[config.mk]
export PLATFORM = sky130hd
export DESIGN_NAME = adc_frame_serial_host_port
export DESIGN_NICKNAME = d
export VERILOG_FILES = /design/src/inc/adc_port_pkg.sv /design/src/rtl/sample_queue.sv /design/src/rtl/adc_frame_serial_host_port.sv
export VERILOG_INCLUDE_DIRS = /design/src /design/src/inc
export SDC_FILE = /design/constraint.sdc
export NUM_CORES = 1
export LEC_CHECK = 0
export BUFFER_PORTS_ARGS = -buffer_cell sky130_fd_sc_hd__buf_2
export CAP_MARGIN = 0
export CORE_MARGIN = 2
export CORE_UTILIZATION = 30
export DETAILED_ROUTE_END_ITERATION = 7
export PLACE_DENSITY = 0.47
export SYNTH_ARGS = -nofsm -noshare
export SYNTH_HDL_FRONTEND = slang
export SYNTH_SLANG_ARGS = --single-unit
[constraint.sdc]
create_clock -name mclk -period 4.7 [get_ports mclk]
set_input_delay 0.235 -clock mclk [delete_from_list [all_inputs] [get_ports mclk]]
set_output_delay 0.235 -clock mclk [all_outputs]
set_load 0.005 [all_outputs]
[src/inc/adc_port_defs.svh]
// Purpose: constants of the serial host port
// Assumes: mclk at 25 MHz
// Notes: word lengths in bits
`ifndef ADC_PORT_DEFS_SVH
`define ADC_PORT_DEFS_SVH
`define WLEN_RESET 2'h1
`define WLEN_16 2'h0
`define WLEN_24 2'h1
`define WLEN_32Z 2'h2
`define WLEN_32S 2'h3
`define CMD_WREG 3'h3
`define REG_MODE 6'h02
`define REG_CLOCK 6'h03
`define REG_DCBLK 6'h0f
`define REG_RSVD 6'h3f
`define MODE_RESET 16'h0510
`define CLOCK_RESET 16'h0f0e
`define DCBLK_RESET 16'h0000
`define RSVD_RESET 16'h0000
`define MODE_WLEN_LSB 8
`define MODE_DATA_READY_N_PULSE_BIT 0
`define CLOCK_CH_LSB 8
`define DCBLK_LSB 0
`define DATA_READY_N_PULSE_CYCLES 4'h2
`endif

[src/inc/adc_port_pkg.sv]
// Purpose: types of the serial host port
// Assumes: nothing
// Notes: none
package adc_port_pkg;
  typedef logic [1:0] wlen_t;
  typedef logic [23:0] sample_t;
  typedef enum logic [2:0] {
    ST_IDLE = 3'b001,
    ST_SHIFT = 3'b010,
    ST_DONE = 3'b100
  } frame_e;
endpackage : adc_port_pkg

[src/rtl/sample_queue.sv]
// Purpose: two-deep queue of conversion results
// Assumes: one push per data period at most
// Notes: when full a push drops the oldest entry
`timescale 1ns/10ps
`default_nettype none
module sample_queue #(
  parameter int WIDTH = 72
) (
  input wire logic mclk,
  input wire logic rst_b,
  input wire logic push,
  input wire logic [WIDTH-1:0] push_data,
  input wire logic pop,
  output logic [WIDTH-1:0] head_r,
  output logic [1:0] count_r
);
  logic [WIDTH-1:0] slot_r;
  logic [WIDTH-1:0] slot_nxt;
  logic [WIDTH-1:0] head_nxt;
  logic [1:0] count_nxt;
  initial begin
    if (WIDTH < 1) $error("sample_queue: width too small");
  end
  always_comb begin
    head_nxt = head_r;
    slot_nxt = slot_r;
    count_nxt = count_r;
    if (pop && count_r != 2'h0) begin
      head_nxt = slot_r;
      count_nxt = count_r - 2'h1;
    end
    if (push) begin
      if (count_nxt == 2'h0) begin
        head_nxt = push_data;
        count_nxt = 2'h1;
      end else if (count_nxt == 2'h1) begin
        slot_nxt = push_data;
        count_nxt = 2'h2;
      end else begin
        head_nxt = slot_r;
        slot_nxt = push_data;
      end
    end
  end
  always_ff @(posedge mclk) begin
    if (!rst_b) begin
      head_r <= '0;
      slot_r <= '0;
      count_r <= 2'h0;
    end else begin
      head_r <= head_nxt;
      slot_r <= slot_nxt;
      count_r <= count_nxt;
    end
  end
endmodule : sample_queue
`default_nettype wire

[src/rtl/adc_frame_serial_host_port.sv]
// Purpose: serial target port framing conversion data
// Assumes: sclk/cs_n/sdi/sync_reset_n asynchronous, sampled by mclk
// Notes: mode 1 (shift out on rising, sample on falling sclk)
// Functional notes
// - dout released while select high
// - word length 24 bits after reset
// - 32-bit words sign-extend the result in WLEN_32S, zero-pad it in WLEN_32Z
// - frame: status, channel words, optional crc slot sent as zeros
// - short frames accepted (end in ST_DONE) only with channels disabled, otherwise abandoned to idle
// - data ready timing common across devices
// - dc-blocking filter setting held in a register (dcblk_cfg_r)
// - two-deep queue, overflow raises no data-ready pulse
`timescale 1ns/10ps
`default_nettype none
`include "adc_port_defs.svh"
module adc_frame_serial_host_port #(
  parameter int CHANNELS = 3,
  parameter bit CRC_EN = 1'b0
) (
  input wire logic mclk,
  input wire logic rst_b,
  input wire logic sclk,
  input wire logic cs_n,
  input wire logic sdi,
  output logic sdo_o,
  output logic sdo_oe,
  output logic data_ready_n,
  input wire logic sync_reset_n,
  input wire logic conv_valid,
  input wire adc_port_pkg::sample_t conv_ch0,
  input wire adc_port_pkg::sample_t conv_ch1,
  input wire adc_port_pkg::sample_t conv_ch2,
  output logic [15:0] dcblk_cfg_r,
  output logic sync_seen_r
);
  import adc_port_pkg::*;
  localparam int NW = CHANNELS + 2;
  initial begin
    if (CHANNELS != 3) $error("adc port: three channels only");
  end
  // ----------------------------------------
  // input synchronisers
  // ----------------------------------------
  logic [3:0] s1_r;
  logic [3:0] s2_r;
  logic sclk_d_r;
  always_ff @(posedge mclk) begin
    if (!rst_b) begin
      // idle pin levels: sync high, sdi low, select high, sclk low
      s1_r <= 4'ha;
      s2_r <= 4'ha;
      sclk_d_r <= 1'b0;
    end else begin
      s1_r <= {sync_reset_n, sdi, cs_n, sclk};
      s2_r <= s1_r;
      sclk_d_r <= s2_r[0];
    end
  end
  wire sclk_s = s2_r[0];
  wire cs_s = s2_r[1];
  wire sdi_s = s2_r[2];
  wire sync_s = s2_r[3];
  wire sclk_rise = sclk_s && !sclk_d_r;
  wire sclk_fall = !sclk_s && sclk_d_r;
  // ----------------------------------------
  // queue of results
  // ----------------------------------------
  logic [71:0] head;
  logic [1:0] qcount;
  logic pop;
  sample_queue #(.WIDTH(72)) u_queue (
    .mclk(mclk),
    .rst_b(rst_b),
    .push(conv_valid),
    .push_data({conv_ch2, conv_ch1, conv_ch0}),
    .pop(pop),
    .head_r(head),
    .count_r(qcount)
  );
  // ----------------------------------------
  // frame engine and registers
  // ----------------------------------------
  frame_e st_r, st_nxt;
  logic [15:0] mode_r, mode_nxt;
  logic [15:0] clock_r, clock_nxt;
  logic [15:0] dcblk_nxt;
  logic [15:0] rsvd_r, rsvd_nxt;
  logic [31:0] tx_r, tx_nxt;
  logic [31:0] rx_r, rx_nxt;
  logic [5:0] bit_r, bit_nxt;
  logic [2:0] word_r, word_nxt;
  logic [15:0] cmd_r, cmd_nxt;
  logic sdo_nxt, oe_nxt;
  logic data_ready_n_nxt, sync_nxt;
  logic [3:0] pulse_r, pulse_nxt;
  logic [5:0] wbits;
  wlen_t wl;
  always_comb begin
    wl = mode_r[`MODE_WLEN_LSB +: 2];
    unique case (wl)
      `WLEN_16: wbits = 6'd16;
      `WLEN_24: wbits = 6'd24;
      default: wbits = 6'd32;
    endcase
  end
  // word k of the current frame, left aligned to 32 bits except in WLEN_32S, which sign-extends
  function automatic logic [31:0] frame_word(input logic [2:0] k, input wlen_t w,
      input logic [71:0] h, input logic [15:0] stat);
    logic [23:0] s;
    s = 24'h0;
    if (k == 3'h0) return {stat, 16'h0};
    if (k <= 3'h3) s = h[24*(k-3'h1) +: 24];
    else return 32'h0; // crc slot, not computed here
    unique case (w)
      `WLEN_16: return {s[23:8], 16'h0};
      `WLEN_24: return {s, 8'h0};
      `WLEN_32Z: return {s, 8'h0};
      default: return {{8{s[23]}}, s};
    endcase
  endfunction
  wire ch_off = (clock_r[`CLOCK_CH_LSB +: 3] == 3'h0);
  wire [2:0] last_word = CRC_EN ? 3'(NW - 1) : 3'(NW - 2);
  wire [15:0] status = {2'b00, qcount != 2'h0, 5'h0, wl, 6'h0};
  always_comb begin
    st_nxt = st_r;
    mode_nxt = mode_r;
    clock_nxt = clock_r;
    dcblk_nxt = dcblk_cfg_r;
    rsvd_nxt = rsvd_r;
    tx_nxt = tx_r;
    rx_nxt = rx_r;
    bit_nxt = bit_r;
    word_nxt = word_r;
    cmd_nxt = cmd_r;
    sdo_nxt = sdo_o;
    oe_nxt = !cs_s;
    pop = 1'b0;
    sync_nxt = sync_seen_r || !sync_s;
    pulse_nxt = (pulse_r != 4'h0) ? pulse_r - 4'h1 : 4'h0;
    if (conv_valid && !(qcount == 2'h2)) pulse_nxt = `DATA_READY_N_PULSE_CYCLES;
    data_ready_n_nxt = mode_r[`MODE_DATA_READY_N_PULSE_BIT] ? (pulse_nxt == 4'h0) : (qcount == 2'h0);
    unique case (st_r)
      ST_IDLE: begin
        if (!cs_s) begin
          st_nxt = ST_SHIFT;
          word_nxt = 3'h0;
          bit_nxt = 6'h0;
          tx_nxt = frame_word(3'h0, wl, head, status);
          sdo_nxt = tx_nxt[31];
        end
      end
      ST_SHIFT: begin
        if (cs_s) begin
          // short frame: end in ST_DONE only if channels are off after two words
          st_nxt = ST_IDLE;
          if (ch_off && word_r >= 3'h2) st_nxt = ST_DONE;
        end else if (sclk_fall) begin
          rx_nxt = {rx_r[30:0], sdi_s};
          bit_nxt = bit_r + 6'h1;
          if (bit_r + 6'h1 == wbits) begin
            bit_nxt = 6'h0;
            if (word_r == 3'h0) cmd_nxt = rx_nxt[15:0];
            // opcode in the top three bits, so all 64 addresses are reachable
            if (word_r == 3'h1 && cmd_r[15:13] == `CMD_WREG) begin
              unique case (cmd_r[12:7])
                `REG_MODE: mode_nxt = rx_nxt[15:0];
                `REG_CLOCK: clock_nxt = rx_nxt[15:0];
                `REG_DCBLK: dcblk_nxt = rx_nxt[15:0];
                `REG_RSVD: rsvd_nxt = rx_nxt[15:0];
                default: ;
              endcase
            end
            if (word_r == last_word) begin
              st_nxt = ST_DONE;
              pop = 1'b1;
            end
            word_nxt = word_r + 3'h1;
            tx_nxt = frame_word(word_nxt, wl, head, status);
          end else begin
            tx_nxt = {tx_r[30:0], 1'b0};
          end
        end else if (sclk_rise) begin
          sdo_nxt = tx_r[31];
        end
      end
      ST_DONE: begin
        if (cs_s) st_nxt = ST_IDLE;
      end
      default: st_nxt = ST_IDLE;
    endcase
  end
  always_ff @(posedge mclk) begin
    if (!rst_b) begin
      st_r <= ST_IDLE;
      mode_r <= `MODE_RESET;
      clock_r <= `CLOCK_RESET;
      dcblk_cfg_r <= `DCBLK_RESET;
      rsvd_r <= `RSVD_RESET;
      tx_r <= 32'h0;
      rx_r <= 32'h0;
      bit_r <= 6'h0;
      word_r <= 3'h0;
      cmd_r <= 16'h0;
      sdo_o <= 1'b0;
      sdo_oe <= 1'b0;
      data_ready_n <= 1'b1;
      pulse_r <= 4'h0;
      sync_seen_r <= 1'b0;
    end else begin
      st_r <= st_nxt;
      mode_r <= mode_nxt;
      clock_r <= clock_nxt;
      dcblk_cfg_r <= dcblk_nxt;
      rsvd_r <= rsvd_nxt;
      tx_r <= tx_nxt;
      rx_r <= rx_nxt;
      bit_r <= bit_nxt;
      word_r <= word_nxt;
      cmd_r <= cmd_nxt;
      sdo_o <= sdo_nxt;
      sdo_oe <= oe_nxt;
      data_ready_n <= data_ready_n_nxt;
      pulse_r <= pulse_nxt;
      sync_seen_r <= sync_nxt;
    end
  end
endmodule : adc_frame_serial_host_port
`default_nettype wire

==> run metrics, run 1 <==
setup TNS 0 ns; max-slew violations 0; syn avg cell area a little under 8 um2; Ports 99; nets@finish between 1,500 and 2,000; initial antenna violation count 0; Data required, critical path 5.12 ns; largest fanout on the critical path 24; top-count cell post-synth nand2_1; DRT iter0 DRCs 928; leakage 6.468 nW; Yosys Warn Count 0; dpl hpwl ~30,000 um; critical path arrival ~4.5 ns; period utilization 0.8759; final hold vios 0; RSZ-0062 raised after global routing false; port bufs slightly below 100; Fmax 242.9 MHz; Syn Inst Count about 1,800; placed cell count 2,391; number of clock sinks 253; CTS root buf clkbuf_16; core area approximately 47,000 um2; Synth top area share 0.3535; DR vias/cell 5.421; Total GRT Usage 0.1855; cell area after synthesis ~14,000 um2; Setup CP Type register to register; share of layout cells above drive strength 1 0.1236; Clock Pin Slew Worst Setup and Hold Paths around 0.06 ns; CP Launch Type register; dominant cell type by area after synthesis dfxtp_1; EDFF count, synth 0; top area cells in the synthesized netlist dfxtp_1, nand2_1, a21oi_1; Hold Crit Class input port to register; first-pass GRT wire length ~74,000 um; Clk Latency, worst-skew pair 0.58 ns; endpoint type of the worst setup path register; vias in the first global route 12,750; WL per Instance about 19 um; ys async rst share 0; GR Overflow Total 0; Worst-Margin Slew 1.091 ns; drc violations 0; main flop type after synthesis dfxtp_1; routability cong. 0.8567; vias around 14,000; Max Cap Viol 0; router iterations before antenna repair 7; Die Span X between 200 and 250 um; #FFs+latches synth 253; Fin Clk Skew between 0.008 and 0.009 ns; status completed; Routed WL 47,270 um; Die H about 220 um; H-tree levels 1; diodes inserted 0; TritonCTS clock tree done; die area roughly 50,000 um2; Starting Density 0.3020; ANT nets after route 0; largest net degree at the start of global routing between 100 and 150; Rows 80; CTS max path bufs 3; syn nets 1,915; Layout area overhead 18.52%; worst IR drop on VDD 0.2526 mV; PD cells between 300 and 400 nW/um2; endpoints failing setup 0; Seq/Total Area, Yosys 0.3535; final non-filler cell total 2,525; Final Critical Period 4.117 ns; Post-synth top cells nand2_1, dfxtp_1, a21oi_1, clkbuf_1, mux2i_1; number of setup buffers added after CTS 0; unique cell type count in the Yosys netlist 73; Worst slew margin 0.2690; TritonCTS Buffers 31
## stage by stage
| step | setup WS (ns) | total power [mW] | util | hold WS [ns] | instance area, um2 |
|---|---|---|---|---|---|
| 6_report | 0.5832 | 5.625 | 0.3579 | 0.09602 | 16980 |
| 5_1_grt | 0.1854 | 5.884 | 0.3579 | 0.1331 | 16980 |
| 4_1_cts | 0.2350 | 5.693 | 0.3578 | 0.07818 | 16970 |
| 3_5_place_dp | 0.2950 | 3.122 | 0.3195 | 0.3938 | 15160 |
| 2_1_floorplan | 0.9676 | 2.861 | - | 0.3365 | 14330 |
| 3_3_place_gp | 0.4126 | 3.108 | 0.3195 | 0.3989 | 15160 |
## power by group
part / internal, mW / leakage (nW) / switching (mW)
registers: 2.25 / 2.06 / 0.130
logic: 0.309 / 3.89 / 0.445
clock network: 1.51 / 0.519 / 0.982
## final timing paths
| kind | start | end | slack (ns) | cells past startpoint |
|---|---|---|---|---|
| hold reg to reg | s2_r[3]$_SDFF_PN1_ | sync_seen_r$_SDFF_PN0_ | 0.41 | 1 |
| setup / recovery | word_r[1]$_SDFFE_PN0P_ | tx_r[8]$_SDFFE_PN0P_ | 0.58 | 10 |
| setup reg to reg | word_r[1]$_SDFFE_PN0P_ | tx_r[8]$_SDFFE_PN0P_ | 0.58 | 10 |
| hold / removal | rst_b | st_r[0]$_SDFFE_PN1P_ | 0.1 | 2 |
## per-layer routing
metal	part of all wire	up-vias	GRT usage
met4	0.032	0	0.06213
met3	0.051	72	0.02936
met2	0.44	386	0.2887
met5	0	-	0
met1	0.47	6495	0.2607
li1	-	6736	-
## cell families (layout without fill, tap and decap cells)
kind of cell,after synthesis,after routing,share of synthesized area
fa+ha+maj,17,17,0.01484
xor+xnor,6,6,0.005240
buf+inv,189,279,0.05746
compound gates,571,571,0.2616
simple gates,680,681,0.2214
mux,103,103,0.08601
flops,253,253,0.3535
## layout by cell type (no fill, tap or decap), drive strengths merged, types with 42 or more instances in the layout
| cell | Yosys | layout |
|---|---|---|
| o31ai | 42 | 42 |
| a21oi | 209 | 209 |
| dfxtp | 253 | 253 |
| nor2 | 57 | 57 |
| mux2i | 86 | 86 |
| a221oi | 53 | 53 |
| dlygate4sd3 | 0 | 76 |
| buf | 50 | 130 |
| nand2 | 388 | 388 |
| nand3 | 52 | 52 |
| o21ai | 87 | 87 |
| clkbuf | 123 | 48 |
| nand2b | 51 | 51 |
## critical path: stages, from the launching register on
cell and delay [ns]:
dfxtp_1 0.46, ha_1 0.42, ha_1 0.32, xnor2_1 0.28, ha_1 0.38, xnor2_4 0.63
mux4_2 0.42, a221o_1 0.39, a22o_1 0.26, o211ai_1 0.27, a21oi_1 0.11
## cell type report
| cell class | instances | area [um2] |
|---|---|---|
| sequential | 253 | 5066 |
| fill | 4948 | 30460 |
| timing repair buffer | 206 | 1506 |
| inverter | 16 | 65.06 |
| clock inverter | 9 | 126.4 |
| tap | 615 | 769.5 |
| clock buffer | 48 | 929.6 |
| multi-input combinational | 1378 | 8519 |
## timing repair
action / in CTS / in global routing
resized for setup: 0 / 0
endpoints found under the setup margin: 0 / 35
endpoints found under the hold margin: 105 / 0
hold buffers: 76 / 0
## sequential cells by signal, summed over array words and instances, names as in the netlist
| name | cells |
|---|---|
| pulse_r | 4 |
| st_r | 3 |
| bit_r | 6 |
| sdo_o | 1 |
| sync_seen_r | 1 |
| cmd_r | 9 |
| data_ready_n | 1 |
| u_queue.count_r | 2 |
| s2_r | 4 |
| clock_r | 3 |
| word_r | 3 |
| tx_r | 32 |
| s1_r | 4 |
| mode_r | 3 |
| sclk_d_r | 1 |
| dcblk_cfg_r | 16 |
| u_queue.slot_r | 72 |
| u_queue.head_r | 72 |
| sdo_oe | 1 |
| rx_r | 15 |
Power figures use the tool's default switching activity.
==> run 2, diff against run 1 <==
--- a/config.mk
+++ b/config.mk
@@ -8,7 +8,7 @@
 export LEC_CHECK = 0
 export BUFFER_PORTS_ARGS = -buffer_cell sky130_fd_sc_hd__buf_2
 export CAP_MARGIN = 0
-export CORE_MARGIN = 2
+export CORE_MARGIN = 4
 export CORE_UTILIZATION = 30
 export DETAILED_ROUTE_END_ITERATION = 7
 export PLACE_DENSITY = 0.47
==> run metrics, run 2 (synthesis results as in run 1) <==
RSZ-0062 raised after global routing false (unchanged); vias 13,710 (was 13,690); Routed WL 47,160 um (was 47,270 um); Ports 99 (unchanged); routability cong. 0.8891 (was 0.8567); dpl hpwl 30,720 um (was 30,180 um); Total GRT Usage 0.1789 (was 0.1855); ANT nets after route 0 (unchanged); Worst slew margin 0.2182 (was 0.2690); drc violations 0 (unchanged); port bufs 98 (unchanged); Worst-Margin Slew 1.173 ns (was 1.091 ns); # fillers 4,892 (was 4,948); commonest cells after routing, fill and taps aside nand2_1, dfxtp_1, a21oi_1, buf_2, mux2i_1 (unchanged); WL per Instance 18.74 um (was 18.72 um); nets@finish 1,982 (unchanged); worst IR drop on VDD 0.2485 mV (was 0.2526 mV); Hold Slack 0.06642 ns (was 0.09602 ns); endpoint type of the worst setup path register (unchanged); largest fanout on the critical path 80 (was 24); placed cell count 2,385 (was 2,391); status completed (unchanged); router iterations before antenna repair 5 (was 7); PD cells 327.4 nW/um2 (was 331.2 nW/um2); initial antenna violation count 0 (unchanged); CTS max path bufs 3 (unchanged); TritonCTS Buffers 30 (was 31); max-slew violations 0 (unchanged); Hold Crit Class input port to register (unchanged); largest net degree at the start of global routing 88 (was 108); Clock Pin Slew Worst Setup and Hold Paths 0.06 ns (about the same); CTS root buf clkbuf_16 (unchanged); GR Overflow Total 0 (unchanged); Max Cap Viol 0 (unchanged); largest registers u_queue.head_r x72, u_queue.slot_r x72, tx_r x32 (unchanged); vias in the first global route 12,810 (was 12,750); core area 46,850 um2 (was 47,450 um2); critical path arrival 4.42 ns (was 4.54 ns); Die H 226.5 um (was 222.5 um); Final Critical Period 3.943 ns (was 4.117 ns); H-tree levels 1 (unchanged); leakage 6.496 nW (was 6.468 nW); period utilization 0.8388 (was 0.8759); DR vias/cell 5.447 (was 5.421); multi-input combinational cell area 8513 um2 (was 8519 um2); Layout area overhead 18.78% (was 18.52%); most common cell after layout, fill and taps aside nand2_1 (unchanged); Fin Clk Skew 0.01551 ns (was 0.008700 ns); Rows 79 (was 80); first-pass GRT wire length 74,470 um (was 74,180 um); Clk Latency, worst-skew pair 0.57 ns (was 0.58 ns); CP Launch Type register (unchanged); Core Util, Final 0.3633 (was 0.3579); final non-filler cell total 2,517 (was 2,525); Fmax 253.6 MHz (was 242.9 MHz); final hold vios 0 (unchanged); Starting Density 0.3058 (was 0.3020); number of clock sinks 253 (unchanged); TritonCTS clock tree done (unchanged); Setup CP Type register to register (unchanged); setup TNS 0 ns (unchanged); Die Span X 226.5 um (was 222.5 um); DRT iter0 DRCs 1,219 (was 928); Data required, critical path 5.17 ns (was 5.12 ns); diodes inserted 0 (unchanged); endpoints failing setup 0 (unchanged); register area 5066 um2 (unchanged); share of layout cells above drive strength 1 0.1272 (was 0.1236); die area 51,320 um2 (was 49,530 um2)
run 2: worst paths after layout:
| check | slack (ns) | startpoint | cells after the start | to |
|---|---|---|---|---|
| setup reg to reg | 0.76 | mode_r[9]$_SDFFE_PN0P_ | 15 | u_queue.head_r[32]$_SDFF_PN0_ |
| hold reg to reg | 0.41 | s2_r[3]$_SDFF_PN1_ | 1 | sync_seen_r$_SDFF_PN0_ |
| hold / removal | 0.07 | rst_b | 2 | st_r[0]$_SDFFE_PN1P_ |
| setup / recovery | 0.76 | mode_r[9]$_SDFFE_PN0P_ | 15 | u_queue.head_r[32]$_SDFF_PN0_ |
run 2: worst max-delay path, stage by stage (launching register included):
cell	delay (ns)
dfxtp_1	0.36
inv_1	0.10
ha_1	0.25
nor2_1	0.31
nor3_1	0.09
or3_1	0.40
o2111ai_4	0.15
nor2_1	0.07
a21oi_1	0.40
ha_4	0.60
buf_12	0.38
buf_12	0.23
nand2_1	0.07
nand2_1	0.06
nand2_1	0.05
a221oi_1	0.27
run 2: layout make-up:
class	count	area share
repair buffers	208	0.09233
flip-flops and latches	253	0.2977
clock inverters	13	0.007278
multi-input cells	1377	0.5002
well taps	607	0.04462
clock buffers	43	0.05411
inverters	16	0.003823
run 2: power breakdown:
| group | internal [mW] | switching, mW |
|---|---|---|
| clock | 1.46 | 0.971 |
| combinational | 0.319 | 0.444 |
| sequential | 2.25 | 0.128 |
run 2: timing repair:
| item | CTS | global route |
|---|---|---|
| resized for setup | 0 | 0 |
| setup buffers | 0 | 0 |
| hold buffers | 76 | 0 |
| hold endpoints to repair | 100 | 0 |
run 2: metrics by stage:
step | setup slack, ns | instance area (um2) | power, mW
5_1_grt | 0.3186 | 17020 | 5.836
3_3_place_gp | 0.8221 | 15210 | 3.120
3_5_place_dp | 0.7289 | 15210 | 3.132
2_1_floorplan | 0.9676 | 14330 | 2.861
4_1_cts | 0.7175 | 17020 | 5.651
6_report | 0.7575 | 17020 | 5.573
run 2: routing by layer:
| layer | wire length, um | GRT usage | vias to the layer above |
|---|---|---|---|
| li1 | - | - | 6730 |
| met1 | 22640 | 0.2590 | 6505 |
| met2 | 20100 | 0.2699 | 392 |
| met3 | 2825 | 0.03107 | 83 |
| met4 | 1600 | 0.05951 | 0 |
| met5 | 0 | 0 | - |
